`config.mk`:
```
export PLATFORM = sky130hd
export DESIGN_NAME = orbt_xcvr
export DESIGN_NICKNAME = d
export VERILOG_FILES = /design/src/orbt_pkg.sv /design/src/orbt_mem.sv /design/src/orbt_fifo.sv /design/src/orbt_xcvr.sv
export SDC_FILE = /design/constraint.sdc
export NUM_CORES = 1
export LEC_CHECK = 0
export ABC_CLOCK_PERIOD_IN_PS = 3780
export BUFFER_PORTS_ARGS = -buffer_cell sky130_fd_sc_hd__buf_2
export CAP_MARGIN = 5
export CORE_AREA = 2 2 159 161
export DETAILED_ROUTE_END_ITERATION = 10
export DIE_AREA = 0 0 161 163
export SKIP_LAST_GASP = 1
export SLEW_MARGIN = 15
export SYNTH_ARGS = -nofsm -noshare
export SYNTH_HDL_FRONTEND = slang
export SYNTH_SLANG_ARGS = --single-unit
```
`constraint.sdc`:
```
create_clock -name clk_sys -period 3.78 [get_ports clk_sys]
set_input_delay 0 -clock clk_sys [delete_from_list [all_inputs] [get_ports clk_sys]]
set_output_delay 0 -clock clk_sys [all_outputs]
set_load 0.02 [all_outputs]
```
`src/orbt_pkg.sv`:
```
package orbt_pkg;
    // widths and depths
    localparam int DATA_W = 8;
    localparam int FIFO_DEPTH = 16;
    localparam int FIFO_PTR_W = 4;
    localparam int FIFO_CNT_W = 5;
    localparam int BUS_ADDR_W = 8;
    localparam int BUS_DATA_W = 32;

    // register byte offsets
    localparam logic [7:0] OFS_CTRL = 8'h00;
    localparam logic [7:0] OFS_STATUS = 8'h04;
    localparam logic [7:0] OFS_A_STORE = 8'h08;
    localparam logic [7:0] OFS_B_STORE = 8'h0C;
    localparam logic [7:0] OFS_LOG = 8'h10;

    // control field positions
    localparam int CTRL_LOG_EN_BIT = 0;
    localparam int CTRL_CAP_A_BIT = 1;
    localparam int CTRL_CAP_B_BIT = 2;
    localparam int CTRL_CLR_OVR_BIT = 3;

    // status field positions
    localparam int ST_A_OE_BIT = 0;
    localparam int ST_B_OE_BIT = 1;
    localparam int ST_EMPTY_BIT = 2;
    localparam int ST_FULL_BIT = 3;
    localparam int ST_OVR_BIT = 4;
    localparam int ST_A_LOADED_BIT = 5;
    localparam int ST_B_LOADED_BIT = 6;
    localparam int ST_COUNT_LSB = 8;

    // log word field positions
    localparam int LOG_SIDE_BIT = 8;
    localparam int LOG_VALID_BIT = 31;

    // reset values
    localparam logic CTRL_LOG_EN_RST = 1'b0;
    localparam logic CAP_CLK_Q_RST = 1'b1;
    localparam logic [7:0] PORT_OUT_RST = 8'h00;
    localparam logic [31:0] READDATA_RST = 32'h0000_0000;

    // bus handshake states
    typedef enum logic [1:0] {
        ORBT_BUS_IDLE = 2'b01,
        ORBT_BUS_ACK = 2'b10
    } orbt_bus_state_t;

    // control pins taken together
    typedef struct packed {
        logic b_en;
        logic a_en_n;
        logic b_sel;
        logic a_sel;
    } orbt_ctl_t;

    // one captured word for the log
    typedef struct packed {
        logic side_b;
        logic [DATA_W-1:0] data;
    } orbt_log_t;
endpackage

```
`src/orbt_mem.sv`:
```
`timescale 1ns/10ps
module orbt_mem #(
    parameter int WIDTH = 9,
    parameter int DEPTH = 16,
    parameter int AW = 4
) (
    // clock
    input wire logic clk_sys,
    // write side
    input wire logic wr_en,
    input wire logic [AW-1:0] wr_addr,
    input wire logic [WIDTH-1:0] wr_data,
    // read side
    input wire logic [AW-1:0] rd_addr,
    output logic [WIDTH-1:0] rd_data
);
    logic [WIDTH-1:0] mem_r [DEPTH];

    always_ff @(posedge clk_sys) begin
        if (wr_en) begin
            mem_r[wr_addr] <= wr_data;
        end
    end

    always_ff @(posedge clk_sys) begin
        rd_data <= mem_r[rd_addr];
    end
endmodule

```
`src/orbt_fifo.sv`:
```
`timescale 1ns/10ps
module orbt_fifo #(
    parameter int WIDTH = 9,
    parameter int DEPTH = 16,
    parameter int AW = 4,
    parameter int CW = 5
) (
    // clock and reset
    input wire logic clk_sys,
    input wire logic resetn,
    // fill side
    input wire logic in_valid,
    output logic in_ready,
    input wire logic [WIDTH-1:0] in_data,
    // drain side
    output logic out_valid,
    input wire logic out_ready,
    output logic [WIDTH-1:0] out_data,
    output logic out_settled,
    // fill level
    output logic [CW-1:0] count,
    output logic full,
    output logic empty
);
    logic [AW-1:0] wr_ptr_r;
    logic [AW-1:0] rd_ptr_r;
    logic [CW-1:0] count_r;
    logic stale_r;
    logic push;
    logic pop;

    assign full = (count_r == CW'(DEPTH));
    assign empty = (count_r == '0);
    assign in_ready = !full;
    assign push = in_valid && in_ready;
    assign pop = out_valid && out_ready;
    // head word is read through a register, so it lags one cycle
    assign out_settled = !stale_r;
    assign out_valid = !empty && !stale_r;
    assign count = count_r;

    always_ff @(posedge clk_sys or negedge resetn) begin
        if (!resetn) begin
            wr_ptr_r <= '0;
            rd_ptr_r <= '0;
            count_r <= '0;
            stale_r <= 1'b1;
        end else begin
            if (push) begin
                wr_ptr_r <= wr_ptr_r + AW'(1);
            end
            if (pop) begin
                rd_ptr_r <= rd_ptr_r + AW'(1);
            end
            count_r <= count_r + CW'(push) - CW'(pop);
            stale_r <= pop || (push && wr_ptr_r == rd_ptr_r);
        end
    end

    orbt_mem #(.WIDTH(WIDTH), .DEPTH(DEPTH), .AW(AW)) u_mem (
        .clk_sys(clk_sys),
        .wr_en(push),
        .wr_addr(wr_ptr_r),
        .wr_data(in_data),
        .rd_addr(rd_ptr_r),
        .rd_data(out_data)
    );
endmodule

```
`src/orbt_xcvr.sv`:
```
// Behaviour
// - data pass between the two 8-bit ports A and B with no bit inverted.
// - a rising A capture clock loads port A into the A register, likewise B.
// - B is driven only with its enable high, A only with its enable low.
// - with both ports undriven each register holds unless its clock rises or software sets its capture bit in the control register.
// - driven B with its select low follows live port A.
// - driven B with its select high shows the A register, not live A.
// - a capture on A while B shows the A register shows the new value.
// - driven A with its select low follows live port B.
// - driven A with its select high shows the B register, kept up to date.
// - both enables active and both selects high drive both from registers.
// - capture clocks are not gated by enables or selects in any mode.
// - both driven with both selects low loops each port onto the other.
// - data passing in real time can be stored in either or both registers.
`timescale 1ns/10ps
module orbt_xcvr (
    // system
    input wire logic clk_sys,
    input wire logic resetn,
    // port a
    input wire logic [7:0] a_in,
    output logic [7:0] a_out,
    output logic a_oe,
    // port b
    input wire logic [7:0] b_in,
    output logic [7:0] b_out,
    output logic b_oe,
    // transceiver controls
    input wire logic b_side_drive_enable,
    input wire logic a_side_drive_enable_low,
    input wire logic b_side_source_select,
    input wire logic a_side_source_select,
    input wire logic a_register_capture_clock,
    input wire logic b_register_capture_clock,
    // avalon-mm slave
    input wire logic [7:0] avs_address,
    input wire logic avs_read,
    input wire logic avs_write,
    input wire logic [31:0] avs_writedata,
    input wire logic [3:0] avs_byteenable,
    output logic [31:0] avs_readdata,
    output logic avs_waitrequest
);
    function automatic logic reg_hit(input logic [7:0] addr,
                                     input logic [7:0] ofs);
        reg_hit = (addr == ofs);
    endfunction

    orbt_pkg::orbt_ctl_t ctl;
    logic [7:0] a_storage_register;
    logic [7:0] b_storage_register;
    logic [7:0] a_storage_nxt;
    logic [7:0] b_storage_nxt;
    logic a_clk_q_r;
    logic b_clk_q_r;
    logic a_rise;
    logic b_rise;
    logic a_cap;
    logic b_cap;
    logic a_loaded_r;
    logic b_loaded_r;
    logic [7:0] a_out_r;
    logic [7:0] b_out_r;
    logic a_oe_r;
    logic b_oe_r;
    orbt_pkg::orbt_bus_state_t bus_state_r;
    orbt_pkg::orbt_bus_state_t bus_state_nxt;
    logic waitreq_r;
    logic [31:0] readdata_r;
    logic [31:0] readdata_nxt;
    logic bus_req;
    logic bus_go;
    logic bus_done;
    logic wr_done;
    logic ctrl_wr;
    logic log_en_r;
    logic ovr_r;
    logic sw_cap_a;
    logic sw_cap_b;
    logic clr_ovr;
    orbt_pkg::orbt_log_t pend_a_r;
    orbt_pkg::orbt_log_t pend_b_r;
    logic pend_a_v_r;
    logic pend_b_v_r;
    orbt_pkg::orbt_log_t fifo_in;
    orbt_pkg::orbt_log_t fifo_out;
    logic fifo_in_valid;
    logic fifo_in_ready;
    logic fifo_out_valid;
    logic fifo_settled;
    logic fifo_pop;
    logic take_a;
    logic take_b;
    logic [4:0] fifo_count;
    logic fifo_full;
    logic fifo_empty;

    assign ctl = '{b_en: b_side_drive_enable,
                   a_en_n: a_side_drive_enable_low,
                   b_sel: b_side_source_select,
                   a_sel: a_side_source_select};

    // outputs straight from flops
    assign a_out = a_out_r;
    assign b_out = b_out_r;
    assign a_oe = a_oe_r;
    assign b_oe = b_oe_r;
    assign avs_readdata = readdata_r;
    assign avs_waitrequest = waitreq_r;

    // capture clock edge detect, ungated by enables or selects
    always_ff @(posedge clk_sys or negedge resetn) begin
        if (!resetn) begin
            a_clk_q_r <= orbt_pkg::CAP_CLK_Q_RST;
            b_clk_q_r <= orbt_pkg::CAP_CLK_Q_RST;
        end else begin
            a_clk_q_r <= a_register_capture_clock;
            b_clk_q_r <= b_register_capture_clock;
        end
    end

    assign a_rise = a_register_capture_clock && !a_clk_q_r;
    assign b_rise = b_register_capture_clock && !b_clk_q_r;
    assign a_cap = a_rise || sw_cap_a;
    assign b_cap = b_rise || sw_cap_b;

    // storage registers, no reset
    assign a_storage_nxt = a_cap ? a_in : a_storage_register;
    assign b_storage_nxt = b_cap ? b_in : b_storage_register;

    always_ff @(posedge clk_sys) begin
        a_storage_register <= a_storage_nxt;
        b_storage_register <= b_storage_nxt;
    end

    // loaded flags
    always_ff @(posedge clk_sys or negedge resetn) begin
        if (!resetn) begin
            a_loaded_r <= 1'b0;
            b_loaded_r <= 1'b0;
        end else begin
            a_loaded_r <= a_loaded_r || a_cap;
            b_loaded_r <= b_loaded_r || b_cap;
        end
    end

    // port drivers
    always_ff @(posedge clk_sys or negedge resetn) begin
        if (!resetn) begin
            a_oe_r <= 1'b0;
            b_oe_r <= 1'b0;
            a_out_r <= orbt_pkg::PORT_OUT_RST;
            b_out_r <= orbt_pkg::PORT_OUT_RST;
        end else begin
            b_oe_r <= ctl.b_en;
            a_oe_r <= !ctl.a_en_n;
            // live path non-inverting, stored path shows new capture
            b_out_r <= ctl.b_sel ? a_storage_nxt : a_in;
            a_out_r <= ctl.a_sel ? b_storage_nxt : b_in;
        end
    end

    // bus handshake: one wait cycle, more while a log read waits for a settled fifo head, then a single ack cycle
    assign bus_req = avs_read || avs_write;
    assign bus_go = bus_req && !(avs_read && reg_hit(avs_address,
                    orbt_pkg::OFS_LOG) && !fifo_settled);
    assign bus_done = (bus_state_r == orbt_pkg::ORBT_BUS_ACK) && bus_req;
    assign wr_done = bus_done && avs_write;
    assign ctrl_wr = wr_done && avs_byteenable[0]
                     && reg_hit(avs_address, orbt_pkg::OFS_CTRL);
    assign sw_cap_a = ctrl_wr
                      && avs_writedata[orbt_pkg::CTRL_CAP_A_BIT];
    assign sw_cap_b = ctrl_wr
                      && avs_writedata[orbt_pkg::CTRL_CAP_B_BIT];
    assign clr_ovr = ctrl_wr && avs_writedata[orbt_pkg::CTRL_CLR_OVR_BIT];
    assign fifo_pop = bus_done && avs_read
                      && reg_hit(avs_address, orbt_pkg::OFS_LOG);

    always_comb begin
        bus_state_nxt = bus_state_r;
        case (bus_state_r)
            orbt_pkg::ORBT_BUS_IDLE: begin
                if (bus_go) begin
                    bus_state_nxt = orbt_pkg::ORBT_BUS_ACK;
                end
            end
            orbt_pkg::ORBT_BUS_ACK: begin
                bus_state_nxt = orbt_pkg::ORBT_BUS_IDLE;
            end
            default: begin
                bus_state_nxt = orbt_pkg::ORBT_BUS_IDLE;
            end
        endcase
    end

    always_comb begin
        readdata_nxt = '0;
        if (reg_hit(avs_address, orbt_pkg::OFS_CTRL)) begin
            readdata_nxt[orbt_pkg::CTRL_LOG_EN_BIT] = log_en_r;
        end else if (reg_hit(avs_address, orbt_pkg::OFS_STATUS)) begin
            readdata_nxt[orbt_pkg::ST_A_OE_BIT] = a_oe_r;
            readdata_nxt[orbt_pkg::ST_B_OE_BIT] = b_oe_r;
            readdata_nxt[orbt_pkg::ST_EMPTY_BIT] = fifo_empty;
            readdata_nxt[orbt_pkg::ST_FULL_BIT] = fifo_full;
            readdata_nxt[orbt_pkg::ST_OVR_BIT] = ovr_r;
            readdata_nxt[orbt_pkg::ST_A_LOADED_BIT] = a_loaded_r;
            readdata_nxt[orbt_pkg::ST_B_LOADED_BIT] = b_loaded_r;
            readdata_nxt[orbt_pkg::ST_COUNT_LSB +: 5] = fifo_count;
        end else if (reg_hit(avs_address, orbt_pkg::OFS_A_STORE)) begin
            readdata_nxt[7:0] = a_storage_register;
        end else if (reg_hit(avs_address, orbt_pkg::OFS_B_STORE)) begin
            readdata_nxt[7:0] = b_storage_register;
        end else if (reg_hit(avs_address, orbt_pkg::OFS_LOG)) begin
            readdata_nxt[orbt_pkg::LOG_VALID_BIT] = fifo_out_valid;
            readdata_nxt[orbt_pkg::LOG_SIDE_BIT] = fifo_out_valid
                                                   && fifo_out.side_b;
            readdata_nxt[7:0] = fifo_out_valid ? fifo_out.data : 8'h00;
        end
    end

    always_ff @(posedge clk_sys or negedge resetn) begin
        if (!resetn) begin
            bus_state_r <= orbt_pkg::ORBT_BUS_IDLE;
            waitreq_r <= 1'b1;
            readdata_r <= orbt_pkg::READDATA_RST;
        end else begin
            bus_state_r <= bus_state_nxt;
            waitreq_r <= (bus_state_nxt != orbt_pkg::ORBT_BUS_ACK);
            if (bus_state_r == orbt_pkg::ORBT_BUS_IDLE && bus_go
                && avs_read) begin
                readdata_r <= readdata_nxt;
            end
        end
    end

    // control register and sticky overrun, set wins over clear
    always_ff @(posedge clk_sys or negedge resetn) begin
        if (!resetn) begin
            log_en_r <= orbt_pkg::CTRL_LOG_EN_RST;
        end else if (ctrl_wr) begin
            log_en_r <= avs_writedata[orbt_pkg::CTRL_LOG_EN_BIT];
        end
    end

    always_ff @(posedge clk_sys or negedge resetn) begin
        if (!resetn) begin
            ovr_r <= 1'b0;
        end else if (log_en_r && ((a_cap && pend_a_v_r && !take_a)
                     || (b_cap && pend_b_v_r && !take_b))) begin
            ovr_r <= 1'b1;
        end else if (clr_ovr) begin
            ovr_r <= 1'b0;
        end
    end

    // capture log: one pending slot per side, stalled by the fifo
    assign take_a = pend_a_v_r && fifo_in_ready;
    assign take_b = pend_b_v_r && !pend_a_v_r && fifo_in_ready;
    assign fifo_in_valid = pend_a_v_r || pend_b_v_r;
    assign fifo_in = pend_a_v_r ? pend_a_r : pend_b_r;

    always_ff @(posedge clk_sys or negedge resetn) begin
        if (!resetn) begin
            pend_a_v_r <= 1'b0;
            pend_a_r <= '0;
        end else if (log_en_r && a_cap && (!pend_a_v_r || take_a)) begin
            pend_a_v_r <= 1'b1;
            pend_a_r <= '{side_b: 1'b0, data: a_in};
        end else if (take_a) begin
            pend_a_v_r <= 1'b0;
        end
    end

    always_ff @(posedge clk_sys or negedge resetn) begin
        if (!resetn) begin
            pend_b_v_r <= 1'b0;
            pend_b_r <= '0;
        end else if (log_en_r && b_cap && (!pend_b_v_r || take_b)) begin
            pend_b_v_r <= 1'b1;
            pend_b_r <= '{side_b: 1'b1, data: b_in};
        end else if (take_b) begin
            pend_b_v_r <= 1'b0;
        end
    end

    orbt_fifo #(
        .WIDTH($bits(orbt_pkg::orbt_log_t)),
        .DEPTH(orbt_pkg::FIFO_DEPTH),
        .AW(orbt_pkg::FIFO_PTR_W),
        .CW(orbt_pkg::FIFO_CNT_W)
    ) u_log_fifo (
        .clk_sys(clk_sys),
        .resetn(resetn),
        .in_valid(fifo_in_valid),
        .in_ready(fifo_in_ready),
        .in_data(fifo_in),
        .out_valid(fifo_out_valid),
        .out_ready(fifo_pop),
        .out_data(fifo_out),
        .out_settled(fifo_settled),
        .count(fifo_count),
        .full(fifo_full),
        .empty(fifo_empty)
    );

    // checks
    b_drive_en_a: assert property (@(posedge clk_sys)
        disable iff (!resetn) 1'b1 |=> b_oe == $past(b_side_drive_enable))
        else $error("port b enable does not track its pin");

    a_drive_en_a: assert property (@(posedge clk_sys)
        disable iff (!resetn) 1'b1 |=> a_oe != $past(a_side_drive_enable_low))
        else $error("port a enable does not track its low pin");

    b_live_path_a: assert property (@(posedge clk_sys)
        disable iff (!resetn) (b_side_drive_enable && !b_side_source_select)
        |=> b_oe && b_out == $past(a_in))
        else $error("port b does not follow live port a");

    a_live_path_a: assert property (@(posedge clk_sys)
        disable iff (!resetn)
        (!a_side_drive_enable_low && !a_side_source_select)
        |=> a_oe && a_out == $past(b_in))
        else $error("port a does not follow live port b");

    b_stored_path_a: assert property (@(posedge clk_sys)
        disable iff (!resetn)
        (b_side_drive_enable && b_side_source_select && a_loaded_r)
        |=> b_out == a_storage_register)
        else $error("port b does not show the a register");

    a_stored_path_a: assert property (@(posedge clk_sys)
        disable iff (!resetn)
        (!a_side_drive_enable_low && a_side_source_select && b_loaded_r)
        |=> a_out == b_storage_register)
        else $error("port a does not show the b register");

    a_capture_shown_a: assert property (@(posedge clk_sys)
        disable iff (!resetn)
        (a_rise && b_side_drive_enable && b_side_source_select)
        |=> b_out == $past(a_in) && a_storage_register == $past(a_in))
        else $error("new a capture not shown on port b");

    b_capture_a: assert property (@(posedge clk_sys)
        disable iff (!resetn) b_rise |=> b_storage_register == $past(b_in))
        else $error("b register missed its capture edge");

    a_hold_a: assert property (@(posedge clk_sys)
        disable iff (!resetn) (a_loaded_r && !a_rise && !sw_cap_a)
        |=> $stable(a_storage_register))
        else $error("a register changed without a capture");

    both_stored_a: assert property (@(posedge clk_sys)
        disable iff (!resetn) (b_side_drive_enable && !a_side_drive_enable_low
         && b_side_source_select && a_side_source_select && !a_rise
         && !b_rise && !sw_cap_a && !sw_cap_b && a_loaded_r && b_loaded_r)
        |=> a_oe && b_oe && b_out == $past(a_storage_register)
            && a_out == $past(b_storage_register))
        else $error("dual stored drive not presented");
endmodule

```
## Yosys cells after proc, flatten, opt, wreduce, memory -nomap -nowiden

Memory sizes are Yosys's and may differ from the RTL's. A register that Yosys moved wholly into a read port is not among the register bits.
Cells that the tools add are included.

- Flip-flop bits (word level): 90
- Logic and storage cells: 129
- Output and inout port bits: 51
- Bits in writable memories: 144
- Memories: 1
- Input port bits: 70

- Muxes and demuxes: 32
- Reduce and logical (&&, ||, !) cells: 59
- Eq/ne operators: 9
- Add/subtract/negate cells: 4

Memory list:

| name | depth | bits a word | rd ports | clocked after Yosys merged registers in | wr ports | RTL line | text |
|---|---|---|---|---|---|---|---|
| u_log_fifo.u_mem.mem_r | 16 | 9 | 1 | 1 | 1 | orbt_mem.sv:17 | `logic [WIDTH-1:0] mem_r [DEPTH];` |

Operators by type and width:

| operator | count |
|---|---|
| 8-bit two-way mux | 7 |
| 1-bit logical AND | 33 |
| 1-bit two-way mux | 18 |
| 9-bit two-way mux | 2 |
| 8-bit by 4-bit == test with 1-bit output, second input constant | 2 |
| 12-bit two-way mux | 1 |
| 1-bit zero test | 11 |
| 1-bit logical OR | 10 |
| 4-bit by 1-bit adder with 4-bit output, second input constant | 2 |
| 8-bit by 3-bit == test with 1-bit output, second input constant | 1 |
| 8-bit by 5-bit == test with 1-bit output, second input constant | 1 |
| 8-bit zero test | 1 |
| 7-bit two-way mux | 1 |
| 2-bit nonzero test | 3 |
| 5-bit by 1-bit adder with 5-bit output | 1 |
| 5-bit == test, second input constant | 1 |
| 5-bit zero test | 1 |
| 5-bit by 1-bit subtractor with 5-bit output | 1 |
| 4-bit == test | 1 |
| 2-bit two-way mux | 2 |
| 4-bit two-way mux | 1 |
| 2-bit by 1-bit == test with 1-bit output, second input constant | 1 |
| 2-bit == test, second input constant | 1 |
| 2-bit inequality test, second input constant | 1 |

## Longest topological paths before layout

- Depth in word-level cells: 12
- Gate-level depth with buffers: 15

## Hierarchy

A second synthesis with hierarchy kept.

- Cells, all modules: 595
- Area total of the unflattened synthesis: 9980.8 sq um

By module, submodules not included:

| module | cells each | area an instance (sq um) | sequential area each (sq um) | times used |
|---|---|---|---|---|
| orbt_mem | 254 | 5780.5 | 4504.3 | 1 |
| orbt_xcvr | 277 | 3415.8 | 1826.8 | 1 |
| orbt_fifo | 64 | 784.5 | 351.6 | 1 |

## Worst setup path before layout

No wires, ideal clock.

- Kind: register to register
- Start point: reg u_log_fifo.count_r[3], in the netlist u_log_fifo.count[3]
- End point: reg u_log_fifo.count_r[4], in the netlist u_log_fifo.count[4]
- Cell stages (with the launch flop): 16
- Clock period less this slack: 2827 ps
- Setup time: 80 ps
- Path buffers: 1
- Data arrival time: 2747 ps
- Slack: 953 ps
- Cells stage by stage: dfrtp_1 inv_1 ha_1 nor4b_1 nor4_1 buf_2 and3_1 ha_1 inv_1 ha_1 inv_1 fa_1 inv_1 a21oi_1 o21bai_1 xnor2_1

- Cells in the longest elaborated chain, start to end: 5
- Elaborated cells between the ends (all ways): 9

Ends and longest elaborated chain:

| item | RTL line | text |
|---|---|---|
| start: declaration | orbt_fifo.sv:27 | `logic [CW-1:0] count_r;` |
| start signal: assignment | orbt_fifo.sv:55 | `count_r <= count_r + CW'(push) - CW'(pop);` |
| 5-bit zero test | orbt_fifo.sv:33 | `assign empty = (count_r == '0);` |
| 1-bit zero test | orbt_fifo.sv:39 | `assign out_valid = !empty && !stale_r;` |
| 1-bit logical AND | orbt_fifo.sv:39 |  |
| 1-bit logical AND | orbt_fifo.sv:36 | `assign pop = out_valid && out_ready;` |
| via u_log_fifo.pop | orbt_fifo.sv:30 | `logic pop;` |
| 5-bit by 1-bit subtractor with 5-bit output | orbt_fifo.sv:55 |  |

The timed path passes the listed nets, and every way through them passes these cells.
A chain may end at the register's enable or synchronous reset.

## Final worst setup path

Same ends and word-level chain as after synthesis.

==> results by group <==
Status
  • Status: finished clean

CTS
  • CTS tree: yes
  • Sink Count: 243
  • Clock transition at the registers of the reported paths: 0.06 ns
  • CTS Buf Count: 25
  • CTS resizes: 0
  • Clock Tree Root: clkbuf_16
  • Clock H-tree levels: 1
  • Worst skew pair latency: 0.52 ns
  • Clock Path Buffers: 3

Layout
  • Post-route cell area: 11810 µm²
  • Final Core Density: 47.86%
  • Nets: 791
  • Synth-to-layout area growth: 18.93%
  • Share of cells above drive strength 1: 34.07%
  • Diode count: 0

Synthesis
  • Cell taking the most area after synthesis: edfxtp_1
  • Mux contribution to synthesized area: 16.89%
  • Number of synthesized flops with an enable pin: 144
  • Post-synthesis simple-gate area fraction: 5.936%
  • Main combinational cell family by area after synthesis: multiplexers
  • Syn Area/Cell: 17.00 µm²
  • Post-Syn Area: 9928 µm²
  • FFs w/ async S/R, synth: 30.45%
  • Syn Inst Count: 584
  • Compound-Gate Fraction of Synth Area: 3.945%
  • Area contributors post-synth: edfxtp_1 (44%), dfrtp_1 (17%), mux4_2 (10%)
  • Register bit count reported by yosys: 243
  • Synthesized-area fraction occupied by adder cells: 1.588%
  • Register area share after synthesis: 67.31%
  • Yosys top cell area share: 43.55%
  • Ys Warns: 0
  • Post-Synth XOR/XNOR Area: 1.235%
  • Unique masters post-synth: 66
  • Ys flop type: edfxtp_1

GRT
  • First-pass GRT wire length: 31840 µm
  • Pin count of the biggest net entering global routing: 75
  • Vias in the first global route: 5591
  • Grt total ovfl: 0
  • Gr usage total: 15.61%
  • Met3 Use GR: 2.903%
  • M1 GR Usage: 21.43%
  • Busiest layer in global routing: met2
  • Met2 Use GR: 25.89%
  • Initial antenna violation count: 0

Worst setup path
  • Buf+Inv Stages, Crit Path: 5
  • Critical Path RT: 4.22 ns
  • CP Capture Type: register
  • Setup CP Type: reg2reg
  • Crit path arrival time: 3.62 ns
  • Max incr delay on CP: 0.59 ns
  • Worst setup SP type: register
  • Slowest-stage cell, CP: nor4b_1
  • Most used cell, CP: inv_1
  • Worst-path maximum fanout: 11
  • Crit-path cells: inv_1 -> ha_1 -> nor4b_1 -> nor4_1 -> buf_4 -> and3_1 -> ha_1 -> inv_1 -> ha_1 -> inv_1 -> fa_1 -> inv_1 -> a21oi_1 -> o21bai_1 -> xnor2_1
  • Top cell family by delay on the critical path: adder cells

Timing
  • Post-layout worst setup margin: 0.6014 ns
  • Fmax: 0.3146 GHz
  • Final Hold Fails: 0
  • Fin crit period: 3.179 ns
  • Relative slew margins: 31.49%
  • Pins Over Slew Limit: 0
  • Setup violations, final: 0
  • Fin crit share: 84.09%
  • Skew final: 0.01075 ns
  • Worst-margin pin slew: 1.026 ns
  • TNS Setup: 0 ns
  • RSZ-0062 raised after global routing: no

Routing
  • DRT Wirelength: 20260 µm
  • Antenna viol nets, final: 0
  • DRC: 0
  • WL/cell: 19.15 µm
  • First-pass DRT Iterations: 7
  • Via count: 5447
  • Post-DR vias/cell: 5.148
  • 1st-iter DRT viols: 355

Floorplanning
  • Die Footprint: 26240 µm²
  • Width of the die: 161 µm
  • Starting density of the core: 40.24%
  • # IOs: 121
  • Num rows: 58
  • CORE AREA: 24670 µm²
  • Die Ht: 163 µm

Min path
  • Hold Crit Class: in2reg

Run
  • Max-Cap Viols: 0

Placed design
  • Post-DP Area: 10690 µm²
  • HPWL after detailed placement: 13760 µm
  • Pre-CTS worst setup slack: 0.6267 ns
  • IO buf count: 71
  • Final GP Congestion: 0.8063

Power and ir drop
  • Pwr dens: 586.3 nW/µm²
  • Clock share of power: 34.8%
  • Worst VDD drop: 0.2888 mV
  • Leakage: 4.408 nW
  • Reg power frac: 49.5%
  • Net Sw Power: 0.001781 W
  • Pint: 0.005141 W
  • Logic pwr share: 15.7%
  • Sw frac: 25.73%
## state kept, by name, summed over array words and instances, names as in the netlist, 2 cells and up
| name | flops |
|---|---|
| a_out | 8 |
| a_storage_register | 8 |
| avs_readdata | 14 |
| b_out | 8 |
| b_storage_register | 8 |
| bus_state_r | 2 |
| pend_a_r | 8 |
| pend_b_r | 9 |
| u_log_fifo.count | 5 |
| u_log_fifo.rd_ptr_r | 4 |
| u_log_fifo.u_mem.mem_r | 144 |
| u_log_fifo.u_mem.rd_data | 9 |
| u_log_fifo.wr_ptr_r | 4 |
## path summary, 6_finish.rpt
path	end	slack, ns	depth (start not counted)	start
hold reg to reg	a_loaded_r	0.46	1	a_loaded_r
setup / recovery	u_log_fifo.count[4]	0.60	15	u_log_fifo.count[3]
hold / removal	avs_readdata[12]	0.03	5	avs_address[5]
min in group asynchronous	avs_readdata[12]	0.18	2	resetn
setup reg to reg	u_log_fifo.count[4]	0.60	15	u_log_fifo.count[3]
max in group asynchronous	u_log_fifo.rd_ptr_r[0]	2.92	2	resetn
## cell usage after synthesis (3+ instances only)
cell	count
edfxtp_1	144
dfrtp_1	69
mux2_2	55
mux4_2	45
dfxtp_1	25
nand2_1	24
buf_4	21
nor2_1	18
o21ai_0	17
inv_1	15
ha_1	11
nor3_1	11
buf_2	9
nor2b_1	9
xor2_1	8
a221oi_1	6
buf_1	6
clkbuf_1	6
xnor2_1	6
dfstp_2	5
nand2b_1	5
a21oi_1	3
a22o_1	3
a32o_1	3
and3_1	3
mux2_1	3
nand3_1	3
nand4_1	3
o31ai_1	3
## placed cells by master (no fill, tap or decap), types with 3 or more instances in the layout
cell type      netlist  routed
xnor2_1              6       6
edfxtp_1           144     144
clkinv_2             0       5
dlygate4sd3_1        0      31
nand2b_1             5       5
xor2_1               8       8
nand4_1              3       3
mux2_1               3       3
buf_2                9      70
dfxtp_1             25      25
nor2_1              18      18
and3_1               3       3
a21oi_1              3       3
a22o_1               3       3
bufinv_16            0       3
clkbuf_16            0      25
inv_1               15      15
clkinv_1             0       5
nor3_1              11      11
nand2_1             24      24
buf_4               21      21
ha_1                11      11
a221oi_1             6       6
o31ai_1              3       3
dfrtp_1             69      68
clkbuf_1             6       6
mux2_2              55      55
a32o_1               3       3
nand3_1              3       3
nor2b_1              9       9
dfstp_2              5       5
mux4_2              45      45
o21ai_0             17      17
conb_1               1      18
## kinds of logic after synthesis
logic type,count (synthesis)
AO/OA/AOI/OAI,51
multiplexers,104
other,1
buffers and inverters,57
flip-flops,243
XOR/XNOR,14
adder cells (fa/ha/maj),12
AND/OR/NAND/NOR,102
## tightest hold or removal path, stage by stage
cell and delay (ns):
buf_2 0.11, nor4_2 0.10, and2_1 0.17, nand2_1 0.06
o21ai_0 0.06
## through the flow
stage	cells	hold WS, ns	total power (W)
after floorplan	601	-0.2956	0.004166
after global placement	981	0.1114	0.004482
after global routing	1058	0.08026	0.007267
after CTS	1058	0.01214	0.007010
after detailed placement	981	0.1156	0.004547
final	1058	0.03268	0.006923
## power groups by stage
stage               Sequential [W]  Clock, W  Combinational [W]
floorplan                  0.00344         0           0.000728
global placement           0.00346         0            0.00102
detailed placement         0.00348         0            0.00106
CTS                        0.00343   0.00248            0.00110
global route               0.00347   0.00259            0.00121
finish                     0.00343   0.00241            0.00109
## routing by layer
metal | wire length (µm) | up-vias
met5 | 0 | -
met4 | 449 | 0
met3 | 1053 | 32
met2 | 9672 | 163
met1 | 9085 | 2787
li1 | - | 2465
## layout make-up
type,instances,area (µm²)
Fill cell,2087,12870
Sequential cell,243,6684
Multi-Input combinational cell,301,3012
Timing Repair Buffer,123,838.3
Clock buffer,32,661.9
Tap cell,330,412.9
Clock inverter,14,142.6
Inverter,15,56.30
## repair_timing
item                                    CTS  global route
hold buffers                             31             0
endpoints found under the hold margin   128             0
buffers inserted                          0             0
endpoints found under the setup margin    0             0
Power figures use the tool's default switching activity.
